<file path="config.mk">
export PLATFORM = sky130hd
export DESIGN_NAME = phc_ctrl
export DESIGN_NICKNAME = d
export VERILOG_FILES = /design/src/logic/phc_pkg.sv /design/src/logic/phc_hold_if.sv /design/src/logic/phc_hold_shaper.sv /design/src/logic/phc_ctrl.sv
export SDC_FILE = /design/constraint.sdc
export NUM_CORES = 1
export LEC_CHECK = 0
export ABC_AREA = 1
export BUFFER_PORTS_ARGS = -buffer_cell sky130_fd_sc_hd__buf_2
export CORE_ASPECT_RATIO = 1.25
export CORE_MARGIN = 2
export CORE_UTILIZATION = 35
export CTS_CLUSTER_SIZE = 25
export DETAILED_ROUTE_END_ITERATION = 10
export GPL_TIMING_DRIVEN = 1
export HOLD_SLACK_MARGIN = 0.02
export PLACE_DENSITY = 0.84
export SLEW_MARGIN = 0
export SYNTH_ARGS = -nofsm -noshare
export SYNTH_HDL_FRONTEND = slang
export SYNTH_SLANG_ARGS = --single-unit
</file>
<file path="constraint.sdc">
create_clock -name core_clk -period 1.5 [get_ports core_clk]
set_clock_uncertainty 0.05 [all_clocks]
set_input_delay 0.075 -clock core_clk [delete_from_list [all_inputs] [get_ports core_clk]]
set_output_delay 0.075 -clock core_clk [all_outputs]
set_load 0.05 [all_outputs]
</file>
<file path="src/logic/phc_pkg.sv">
package phc_pkg;

	// ----------------------------------------
	// apb register map
	// ----------------------------------------
	localparam int unsigned APB_AW = 12;

	// printed offsets include 4F, which is not word aligned, so they serve as word indices
	localparam logic [7:0] ARB_CTRL_IDX    = 8'h4F;
	localparam logic [7:0] PCI_FEAT_IDX    = 8'h50;
	localparam logic [7:0] ARB_STATUS_IDX  = 8'h60;
	localparam logic [1:0] WORD_ALIGN      = 2'h0;

	localparam logic [APB_AW-1:0] ARB_CTRL_ADDR   = {2'h0, ARB_CTRL_IDX, WORD_ALIGN};
	localparam logic [APB_AW-1:0] PCI_FEAT_ADDR   = {2'h0, PCI_FEAT_IDX, WORD_ALIGN};
	localparam logic [APB_AW-1:0] ARB_STATUS_ADDR = {2'h0, ARB_STATUS_IDX, WORD_ALIGN};

	// ----------------------------------------
	// fields and reset values
	// ----------------------------------------
	localparam int unsigned EXT_HOLD_ACK_BIT = 7;
	localparam int unsigned CONC_EN_BIT      = 3;
	localparam int unsigned STAT_HOLD_OFF    = 0;
	localparam int unsigned STAT_EXT_ACTIVE  = 1;

	localparam logic [7:0] ARB_CTRL_RST  = 8'h00;
	localparam logic [7:0] PCI_FEAT_RST  = 8'h00;
	localparam logic [7:0] ARB_CTRL_MASK = 8'h80;
	localparam logic [7:0] PCI_FEAT_MASK = 8'h08;
	localparam logic [31:0] RDATA_RST    = 32'h0000_0000;

	// ----------------------------------------
	// hold-acknowledge shaper states
	// ----------------------------------------
	typedef enum logic [1:0] {
		HS_IDLE,
		HS_ADDR,
		HS_LOCK
	} phc_hold_e;

endpackage

</file>
<file path="src/logic/phc_hold_if.sv">
`timescale 1ns/1ps
interface phc_hold_if;
	logic ext_en;
	logic addr_next;
	logic cpu_lock;
	logic pci_lock_n;
	logic base_hold_ack_n;
	logic hold_acknowledge_n;
	logic ext_active;

	modport ctrl (
		output ext_en,
		output addr_next,
		output cpu_lock,
		output pci_lock_n,
		output base_hold_ack_n,
		input  hold_acknowledge_n,
		input  ext_active
	);

	modport shaper (
		input  ext_en,
		input  addr_next,
		input  cpu_lock,
		input  pci_lock_n,
		input  base_hold_ack_n,
		output hold_acknowledge_n,
		output ext_active
	);
endinterface

</file>
<file path="src/logic/phc_hold_shaper.sv">
`timescale 1ns/1ps
module phc_hold_shaper
	import phc_pkg::*;
(
	input  wire logic  core_clk,
	input  wire logic  rst,
	input  wire logic  ce,
	phc_hold_if.shaper hif
);
	import phc_pkg::*;

	phc_hold_e state_q;
	phc_hold_e state_d;
	logic      hold_ack_n_q;
	logic      hold_ack_n_d;

	// ----------------------------------------
	// extra acknowledge sequencing
	// ----------------------------------------
	always_comb begin
		state_d = state_q;
		case (state_q)
			HS_IDLE: begin
				if (hif.ext_en && hif.addr_next) begin
					state_d = HS_ADDR; // [RULE_01]
				end
			end
			HS_ADDR: begin
				// lock counts as established only if lock was seen negated here
				if (hif.cpu_lock && hif.pci_lock_n) begin
					state_d = HS_LOCK; // [RULE_02]
				end else if (hif.ext_en && hif.addr_next) begin
					state_d = HS_ADDR;
				end else begin
					state_d = HS_IDLE;
				end
			end
			HS_LOCK: begin
				if (hif.ext_en && hif.addr_next) begin
					state_d = HS_ADDR;
				end else begin
					state_d = HS_IDLE;
				end
			end
			default: begin
				state_d = HS_IDLE;
			end
		endcase
		// extra pulse is or-ed onto the normal acknowledge, active low
		hold_ack_n_d = hif.base_hold_ack_n && (state_d == HS_IDLE); // [RULE_01] [RULE_02]
	end

	always_ff @(posedge core_clk or posedge rst) begin
		if (rst) begin
			state_q      <= HS_IDLE;
			hold_ack_n_q <= 1'b1;
		end else if (ce) begin
			state_q      <= state_d;
			hold_ack_n_q <= hold_ack_n_d;
		end
	end

	assign hif.hold_acknowledge_n = hold_ack_n_q;
	assign hif.ext_active         = (state_q != HS_IDLE);
endmodule

</file>
<file path="src/logic/phc_ctrl.sv">
// How it works
// [RULE_01] With extended hold acknowledge on, every bridge PCI transaction gets acknowledge low for its address phase.
// [RULE_02] With extended signalling on and a locked CPU cycle whose lock was seen free, acknowledge stays one more clock.
// [RULE_03] Software sets the extension bit whenever passive release and delayed transactions are on in the south bridge.
// [RULE_04] Software keeps the south bridge's matching bit set first on enable and cleared last on disable.
// [RULE_05] With concurrency on, the CPU keeps DRAM and L2 while a non-south-bridge master talks to peer devices.
// [RULE_06] With concurrency off, the reset state, the CPU is held off for the whole of every PCI master cycle.
// [RULE_07] Firmware is expected to set the concurrency bit during normal operation.
// [RULE_08] Reserved bits of both control registers read zero and ignore writes.
//
// The APB register port is this design's own decision.
`timescale 1ns/1ps
module phc_ctrl
	import phc_pkg::*;
(
	input  wire logic                core_clk,
	input  wire logic                rst,
	input  wire logic                ce,
	// apb slave
	input  wire logic                psel,
	input  wire logic                penable,
	input  wire logic                pwrite,
	input  wire logic [APB_AW-1:0]   paddr,
	input  wire logic [31:0]         pwdata,
	input  wire logic [3:0]          pstrb,
	output logic                     pready,
	output logic [31:0]              prdata,
	output logic                     pslverr,
	// hold handshake with the south bridge
	input  wire logic                base_hold_ack_n,
	input  wire logic                addr_next,
	input  wire logic                cpu_lock,
	input  wire logic                pci_lock_n,
	output logic                     hold_acknowledge_n,
	// cpu concurrency
	input  wire logic                pci_master_active,
	input  wire logic                master_is_south,
	input  wire logic                target_is_peer,
	output logic                     cpu_hold_off
);
	import phc_pkg::*;

	phc_hold_if hif ();

	logic [7:0]  arb_ctrl_q;
	logic [7:0]  arb_ctrl_d;
	logic [7:0]  pci_feat_q;
	logic [7:0]  pci_feat_d;
	logic [31:0] prdata_q;
	logic [31:0] prdata_d;
	logic        slverr_q;
	logic        slverr_d;
	logic        loaded_q;
	logic        loaded_d;
	logic        hold_off_q;
	logic        hold_off_d;
	logic        wr_en;

	function automatic logic addr_mapped(input logic [APB_AW-1:0] a);
		return (a == ARB_CTRL_ADDR) || (a == PCI_FEAT_ADDR) || (a == ARB_STATUS_ADDR);
	endfunction

	function automatic logic [31:0] read_mux(input logic [APB_AW-1:0] a, input logic [7:0] arb,
		input logic [7:0] feat, input logic [7:0] stat);
		logic [31:0] r;
		r = RDATA_RST;
		if (a == ARB_CTRL_ADDR) begin
			r[7:0] = arb & ARB_CTRL_MASK; // [RULE_08]
		end else if (a == PCI_FEAT_ADDR) begin
			r[7:0] = feat & PCI_FEAT_MASK; // [RULE_08]
		end else if (a == ARB_STATUS_ADDR) begin
			r[7:0] = stat;
		end
		return r;
	endfunction

	// ----------------------------------------
	// apb slave
	// ----------------------------------------
	// one setup cycle with ce loads the answer; a frozen clock enable stretches the wait
	assign pready  = ce && loaded_q;
	assign prdata  = prdata_q;
	assign pslverr = slverr_q;
	assign wr_en   = psel && penable && pready && pwrite && pstrb[0];

	logic [7:0] status_w;
	always_comb begin
		status_w                  = 8'h00;
		status_w[STAT_HOLD_OFF]   = hold_off_q;
		status_w[STAT_EXT_ACTIVE] = hif.ext_active;
	end

	always_comb begin
		loaded_d = psel && !(penable && pready);
		prdata_d = prdata_q;
		slverr_d = slverr_q;
		if (psel) begin
			prdata_d = pwrite ? RDATA_RST : read_mux(paddr, arb_ctrl_q, pci_feat_q, status_w);
			slverr_d = !addr_mapped(paddr);
		end
		arb_ctrl_d = arb_ctrl_q;
		pci_feat_d = pci_feat_q;
		if (wr_en && paddr == ARB_CTRL_ADDR) begin
			// software orders this against the south bridge's matching bit
			arb_ctrl_d = pwdata[7:0] & ARB_CTRL_MASK; // [RULE_04] [RULE_08]
		end
		if (wr_en && paddr == PCI_FEAT_ADDR) begin
			pci_feat_d = pwdata[7:0] & PCI_FEAT_MASK; // [RULE_07] [RULE_08]
		end
	end

	always_ff @(posedge core_clk or posedge rst) begin
		if (rst) begin
			arb_ctrl_q <= ARB_CTRL_RST;
			pci_feat_q <= PCI_FEAT_RST;
			prdata_q   <= RDATA_RST;
			slverr_q   <= 1'b0;
			loaded_q   <= 1'b0;
		end else if (ce) begin
			arb_ctrl_q <= arb_ctrl_d;
			pci_feat_q <= pci_feat_d;
			prdata_q   <= prdata_d;
			slverr_q   <= slverr_d;
			loaded_q   <= loaded_d;
		end
	end

	// ----------------------------------------
	// hold acknowledge shaping
	// ----------------------------------------
	assign hif.ext_en          = arb_ctrl_q[EXT_HOLD_ACK_BIT]; // [RULE_03]
	assign hif.addr_next       = addr_next;
	assign hif.cpu_lock        = cpu_lock;
	assign hif.pci_lock_n      = pci_lock_n;
	assign hif.base_hold_ack_n = base_hold_ack_n;
	assign hold_acknowledge_n  = hif.hold_acknowledge_n;

	phc_hold_shaper u_shaper (
		.core_clk (core_clk),
		.rst      (rst),
		.ce       (ce),
		.hif      (hif.shaper)
	);

	// ----------------------------------------
	// cpu concurrency
	// ----------------------------------------
	// south bridge masters and dram targets always stall the cpu, concurrency or not
	always_comb begin
		hold_off_d = pci_master_active; // [RULE_06]
		if (pci_feat_q[CONC_EN_BIT] && !master_is_south && target_is_peer) begin
			hold_off_d = 1'b0; // [RULE_05]
		end
	end

	always_ff @(posedge core_clk or posedge rst) begin
		if (rst) begin
			hold_off_q <= 1'b0;
		end else if (ce) begin
			hold_off_q <= hold_off_d;
		end
	end

	assign cpu_hold_off = hold_off_q;
endmodule

</file>
Word level (Yosys, flattened, before mapping). Cells that the tools add are included.

Word-level logic and storage cells: 47. Output and inout port bits: 36. Input port bits: 61. Register bits: 40.

Muxes and demuxes: 9. Equal/unequal tests: 5. Reduce and logical (&&, ||, !) cells: 25.

Operators with widths (number): $eq A12 B9 Y1 const B (3); $mux W8 (2); $logic_and A1 B1 Y1 (14); $mux W2 (3); $pmux W2 S3 (1); $reduce_and A2 Y1 (3); $logic_not A2 Y1 (2); $mux W4 (1); $logic_not A1 Y1 (3); $eq A2 B1 Y1 const B (1); $eq A2 B2 Y1 const B (1); $logic_or A1 B1 Y1 (2); $mux W1 (2); $reduce_bool A2 Y1 (1).

Longest topological paths before layout.
Depth after elaboration: 6. Depth in mapped cells: 8. Depth with buffers taken out: 8.

Modules after synthesis. Synthesis repeated with hierarchy kept, for this count alone.

Cells, all modules: 141. Area, all modules: 960.9 um2.

Modules (own cells, without submodules): phc_ctrl (times used 1, sequential area each 225.2 um2, cells an instance 116, area each 792.0 um2); phc_hold_shaper (times used 1, sequential area each 76.3 um2, cells an instance 25, area each 168.9 um2).

Least setup slack after synthesis. Ideal clock, no wire load.

Kind: register -> register. From: register loaded_q. To: register pci_feat_q[3]. Cell stages (with the launch flop): 8. Arrival time: 971 ps. Slack: 362 ps. Path buffers: 0. Library setup time: 117 ps. Clock period less this slack: 1138 ps. Required time: 1333 ps. Cell sequence: dfrtp_1 -> nand2_2 -> inv_2 -> nand2_2 -> nor2_4 -> nand3_1 -> nand2_1 -> nand2_1.

Word-level cells in the longest chain between the ends: 6.

RTL lines: from (decl) (line phc_ctrl.sv:53) `logic loaded_q;`; from (signal assigned) (line phc_ctrl.sv:124) `loaded_q <= loaded_d;`; $logic_and A1 B1 Y1 (line phc_ctrl.sv:81) `assign pready = ce && loaded_q;`; named net pready (line phc_ctrl.sv:26) `output logic pready,`; $logic_and A1 B1 Y1 (3 in a row) (line phc_ctrl.sv:84) `assign wr_en = psel && penable && pready && pwrite && pstrb[0];`; $logic_and A1 B1 Y1 (line phc_ctrl.sv:107) `if (wr_en && paddr == PCI_FEAT_ADDR) begin`; $reduce_and A2 Y1 (no source line); to (signal assigned) (line phc_ctrl.sv:121) `pci_feat_q <= pci_feat_d;`; to (decl) (line phc_ctrl.sv:47) `logic [7:0] pci_feat_q;`.

The timed path passes the listed nets, and every way through them passes these cells. A chain may end at the register's enable or synchronous reset.

Final worst setup path.
From: register u_shaper.hold_ack_n_q (netlist: u_shaper.hif.hold_acknowledge_n). To: output hold_acknowledge_n.

RTL lines: from (decl) (line phc_hold_shaper.sv:14) `logic hold_ack_n_q;`; from (signal assigned) (line phc_hold_shaper.sv:59) `hold_ack_n_q <= hold_ack_n_d;`; to (decl) (line phc_ctrl.sv:34) `output logic hold_acknowledge_n,`.

No word-level cell between the ends.

==> results.py <==
metrics = {
    "global_routing": {
        "grt_pass1_vias": 722,
        "grt_use_total_pct": 12.0,
        "grt-ovfl-total": 0,
        "grt_max_degree": 13,
        "antenna_found_initial": 0,
        "grt_pass1_wl_um": 2940,
    },
    "logic_synthesis": {
        "syn_area_sq_um": 953,
        "syn_area_per_cell_sq_um": 7.17,
        "ys_seq_area_share_pct": 31.6,
        "synth_top_area_share_pct": 28.9,
        "synthCells": 133,
        "synth_seq_cells": 12,
        "synthTopCellsByArea": "dfrtp_1 (29%), buf_4 (22%), nand2_1 (13%)",
        "synth_cell_types": 20,
        "yosysWarnings": 0,
        "yosys.area.top_type": "dfrtp_1",
    },
    "clocking": {
        "cts_tree": "yes",
        "postCtsSetupBuffers": 0,
        "insertion_delay_ps": 270,
        "clk_pin_slew_worst_paths_ps": 70,
        "cts_max_path_buffers": 2,
        "cts.sinks": 12,
        "cts.repair.resized": 0,
        "htree_levels": 1,
        "cts_root_buf": "clkbuf_4",
        "holdBufCountCts": 5,
        "cts_buffers": 3,
    },
    "critical_path": {
        "regToRegStartpoint": "loaded_q$_DFFE_PP0P_",
        "critPathLaunchType": "flop",
        "cp_cell_sequence": "buf_2",
        "reg2reg_slack_ps": 510,
        "cp.arrival_ps": 1040,
        "r2r-end": "arb_ctrl_q[7]$_DFFE_PP0P_",
        "reg2reg_depth": 7,
        "cp_top_family": "flip-flops",
        "endpoint_kind": "output port",
        "cpMaxStageDelayCell": "dfstp_2",
        "required_ps": 1370,
        "worstPathMaxFanout": 2,
        "cp_num_buf_inv": 1,
        "crit_type": "reg2out",
        "slowest_delay_ps": 530,
    },
    "sta": {
        "finalCritPeriodShare_pct": 77.5,
        "hold_viol": 0,
        "fin_crit_ps": 1160,
        "final-max-slew-violation-count": 0,
        "fin_setup_tns_ps": 0,
        "layout_setup_ws_ps": 337,
        "rsz0062_at_grt": "no",
        "finalSetupViolations": 0,
        "max_freq_mhz": 860,
    },
    "floorplan": {
        "core_sq_mm": 0.00263,
        "ios": 97,
        "dieArea_sq_mm": 0.00316,
        "start_util_pct": 36.3,
        "die_y_um": 62.4,
        "placementRows": 21,
        "die_w_um": 50.7,
    },
    "routing": {
        "vias_per_cell": 4.05,
        "avgRoutedWirePerCell_um": 8.43,
        "ant_nets": 0,
        "wirelength_um": 1770,
        "drtIter0Drc": 15,
        "vias": 850,
        "drcViolationCount": 0,
        "first_pass_iters": 4,
    },
    "worst_hold_path": {
        "worstHoldEndpoint": "prdata[3]$_DFFE_PP0P_",
        "hold_path_depth": 4,
        "hold_class": "in2reg",
        "hp-start": "pwrite",
    },
    "place": {
        "place_area_sq_mm": 0.00106,
        "gp_congestion": 0.685,
        "numPortBuffers": 35,
        "hpwl_um": 1520,
        "place_ws_ps": 510,
    },
    "job": {
        "drv_cap": 0,
    },
    "power": {
        "design_power_total_uw": 862,
        "p_leak_nw": 0.669,
        "vdd_drop_max_mv": 0.296,
        "powerDensity_mw_per_mm2": 757,
    },
    "finish": {
        "drive_gt1_share_pct": 29.0,
        "final_util_pct": 43.3,
        "diodes": 0,
        "fin_area_sq_mm": 0.00114,
        "area_delta_synth_final_pct": 19.4,
        "nNetsFinal": 238,
    },
    "run_status": {
        "status": "finished clean",
    },
}
==> state kept, by name, summed over array words and instances (netlist names) <==
register and flops:
u_shaper.state_q 2, pci_feat_q 1, loaded_q 1, prdata 4, u_shaper.hif.hold_acknowledge_n 1, pslverr 1, arb_ctrl_q 1, cpu_hold_off 1
==> kinds of logic after synthesis <==
group	after synthesis	share of synthesized area [%]
DFF	12	31.6
AOI/OAI and AO/OA	8	4.59
and+or+nand+nor	68	35.0
buffers and inverters	44	28.3
other	1	0.393
==> through the flow <==
step,hold slack [ps],std cells
floorplan,-111,160
global placement,46.7,201
detailed placement,61.7,201
CTS,46.9,210
global route,66.6,210
finish,57.1,210
==> cell type report <==
cell class                      instances  area [sq um]
Clock buffer                            4          26.3
Fill cell                             288          1490
Inverter                               16          60.1
Multi-Input combinational cell        104           483
Sequential cell                        12           302
Tap cell                               34          42.5
Timing Repair Buffer                   40           225
==> placed cells by master, fill, tap and decap left out, types with 2 or more instances in the layout <==
cell type,n
o21ai_0,2
nand2_1,33
dlygate4sd3_1,5
nor2_1,13
buf_2,35
nand4_1,3
inv_2,3
dfrtp_1,11
o21ai_1,4
conb_1,28
nand2_2,4
clkbuf_4,3
nand3_1,9
nor2_4,2
inv_1,13
==> worst max path at each step <==
stage	cells past startpoint	slack, ps	to	start
after global placement	7	520	pci_feat_q[3]$_DFFE_PP0P_	loaded_q$_DFFE_PP0P_
after CTS	1	320	hold_acknowledge_n	u_shaper.hif.hold_acknowledge_n$_DFFE_PP1P_
after detailed placement	7	510	arb_ctrl_q[7]$_DFFE_PP0P_	loaded_q$_DFFE_PP0P_
final	1	340	hold_acknowledge_n	u_shaper.hif.hold_acknowledge_n$_DFFE_PP1P_
after global routing	1	310	hold_acknowledge_n	u_shaper.hif.hold_acknowledge_n$_DFFE_PP1P_
after floorplan	7	360	pci_feat_q[3]$_DFFE_PP0P_	loaded_q$_DFFE_PP0P_
==> power breakdown <==
| part | switching, mW | internal, mW | total, mW |
|---|---|---|---|
| combinational | 0.253 | 0.0600 | 0.313 |
| clock | 0.0999 | 0.103 | 0.203 |
| sequential | 0.00888 | 0.337 | 0.346 |
| total | 0.362 | 0.500 | 0.862 |
==> synthesized netlist by cell type, drive strengths merged <==
master / n
inv: 16
dfrtp: 11
a21oi: 1
o21ai: 7
nor2: 16
nand3: 9
buf: 28
nand2: 37
nand4: 3
conb: 1
nor3: 1
dfstp: 1
nand3b: 1
and2: 1
==> layer usage <==
| layer | GRT usage [%] | share of wire [%] |
|---|---|---|
| met1 | 14.1 | 41 |
| met2 | 20.4 | 48 |
| met3 | 1.20 | 9.0 |
| met4 | 7.09 | 1.4 |
| met5 | 0 | 0 |
No activity file was read; power rests on OpenSTA's default activity.
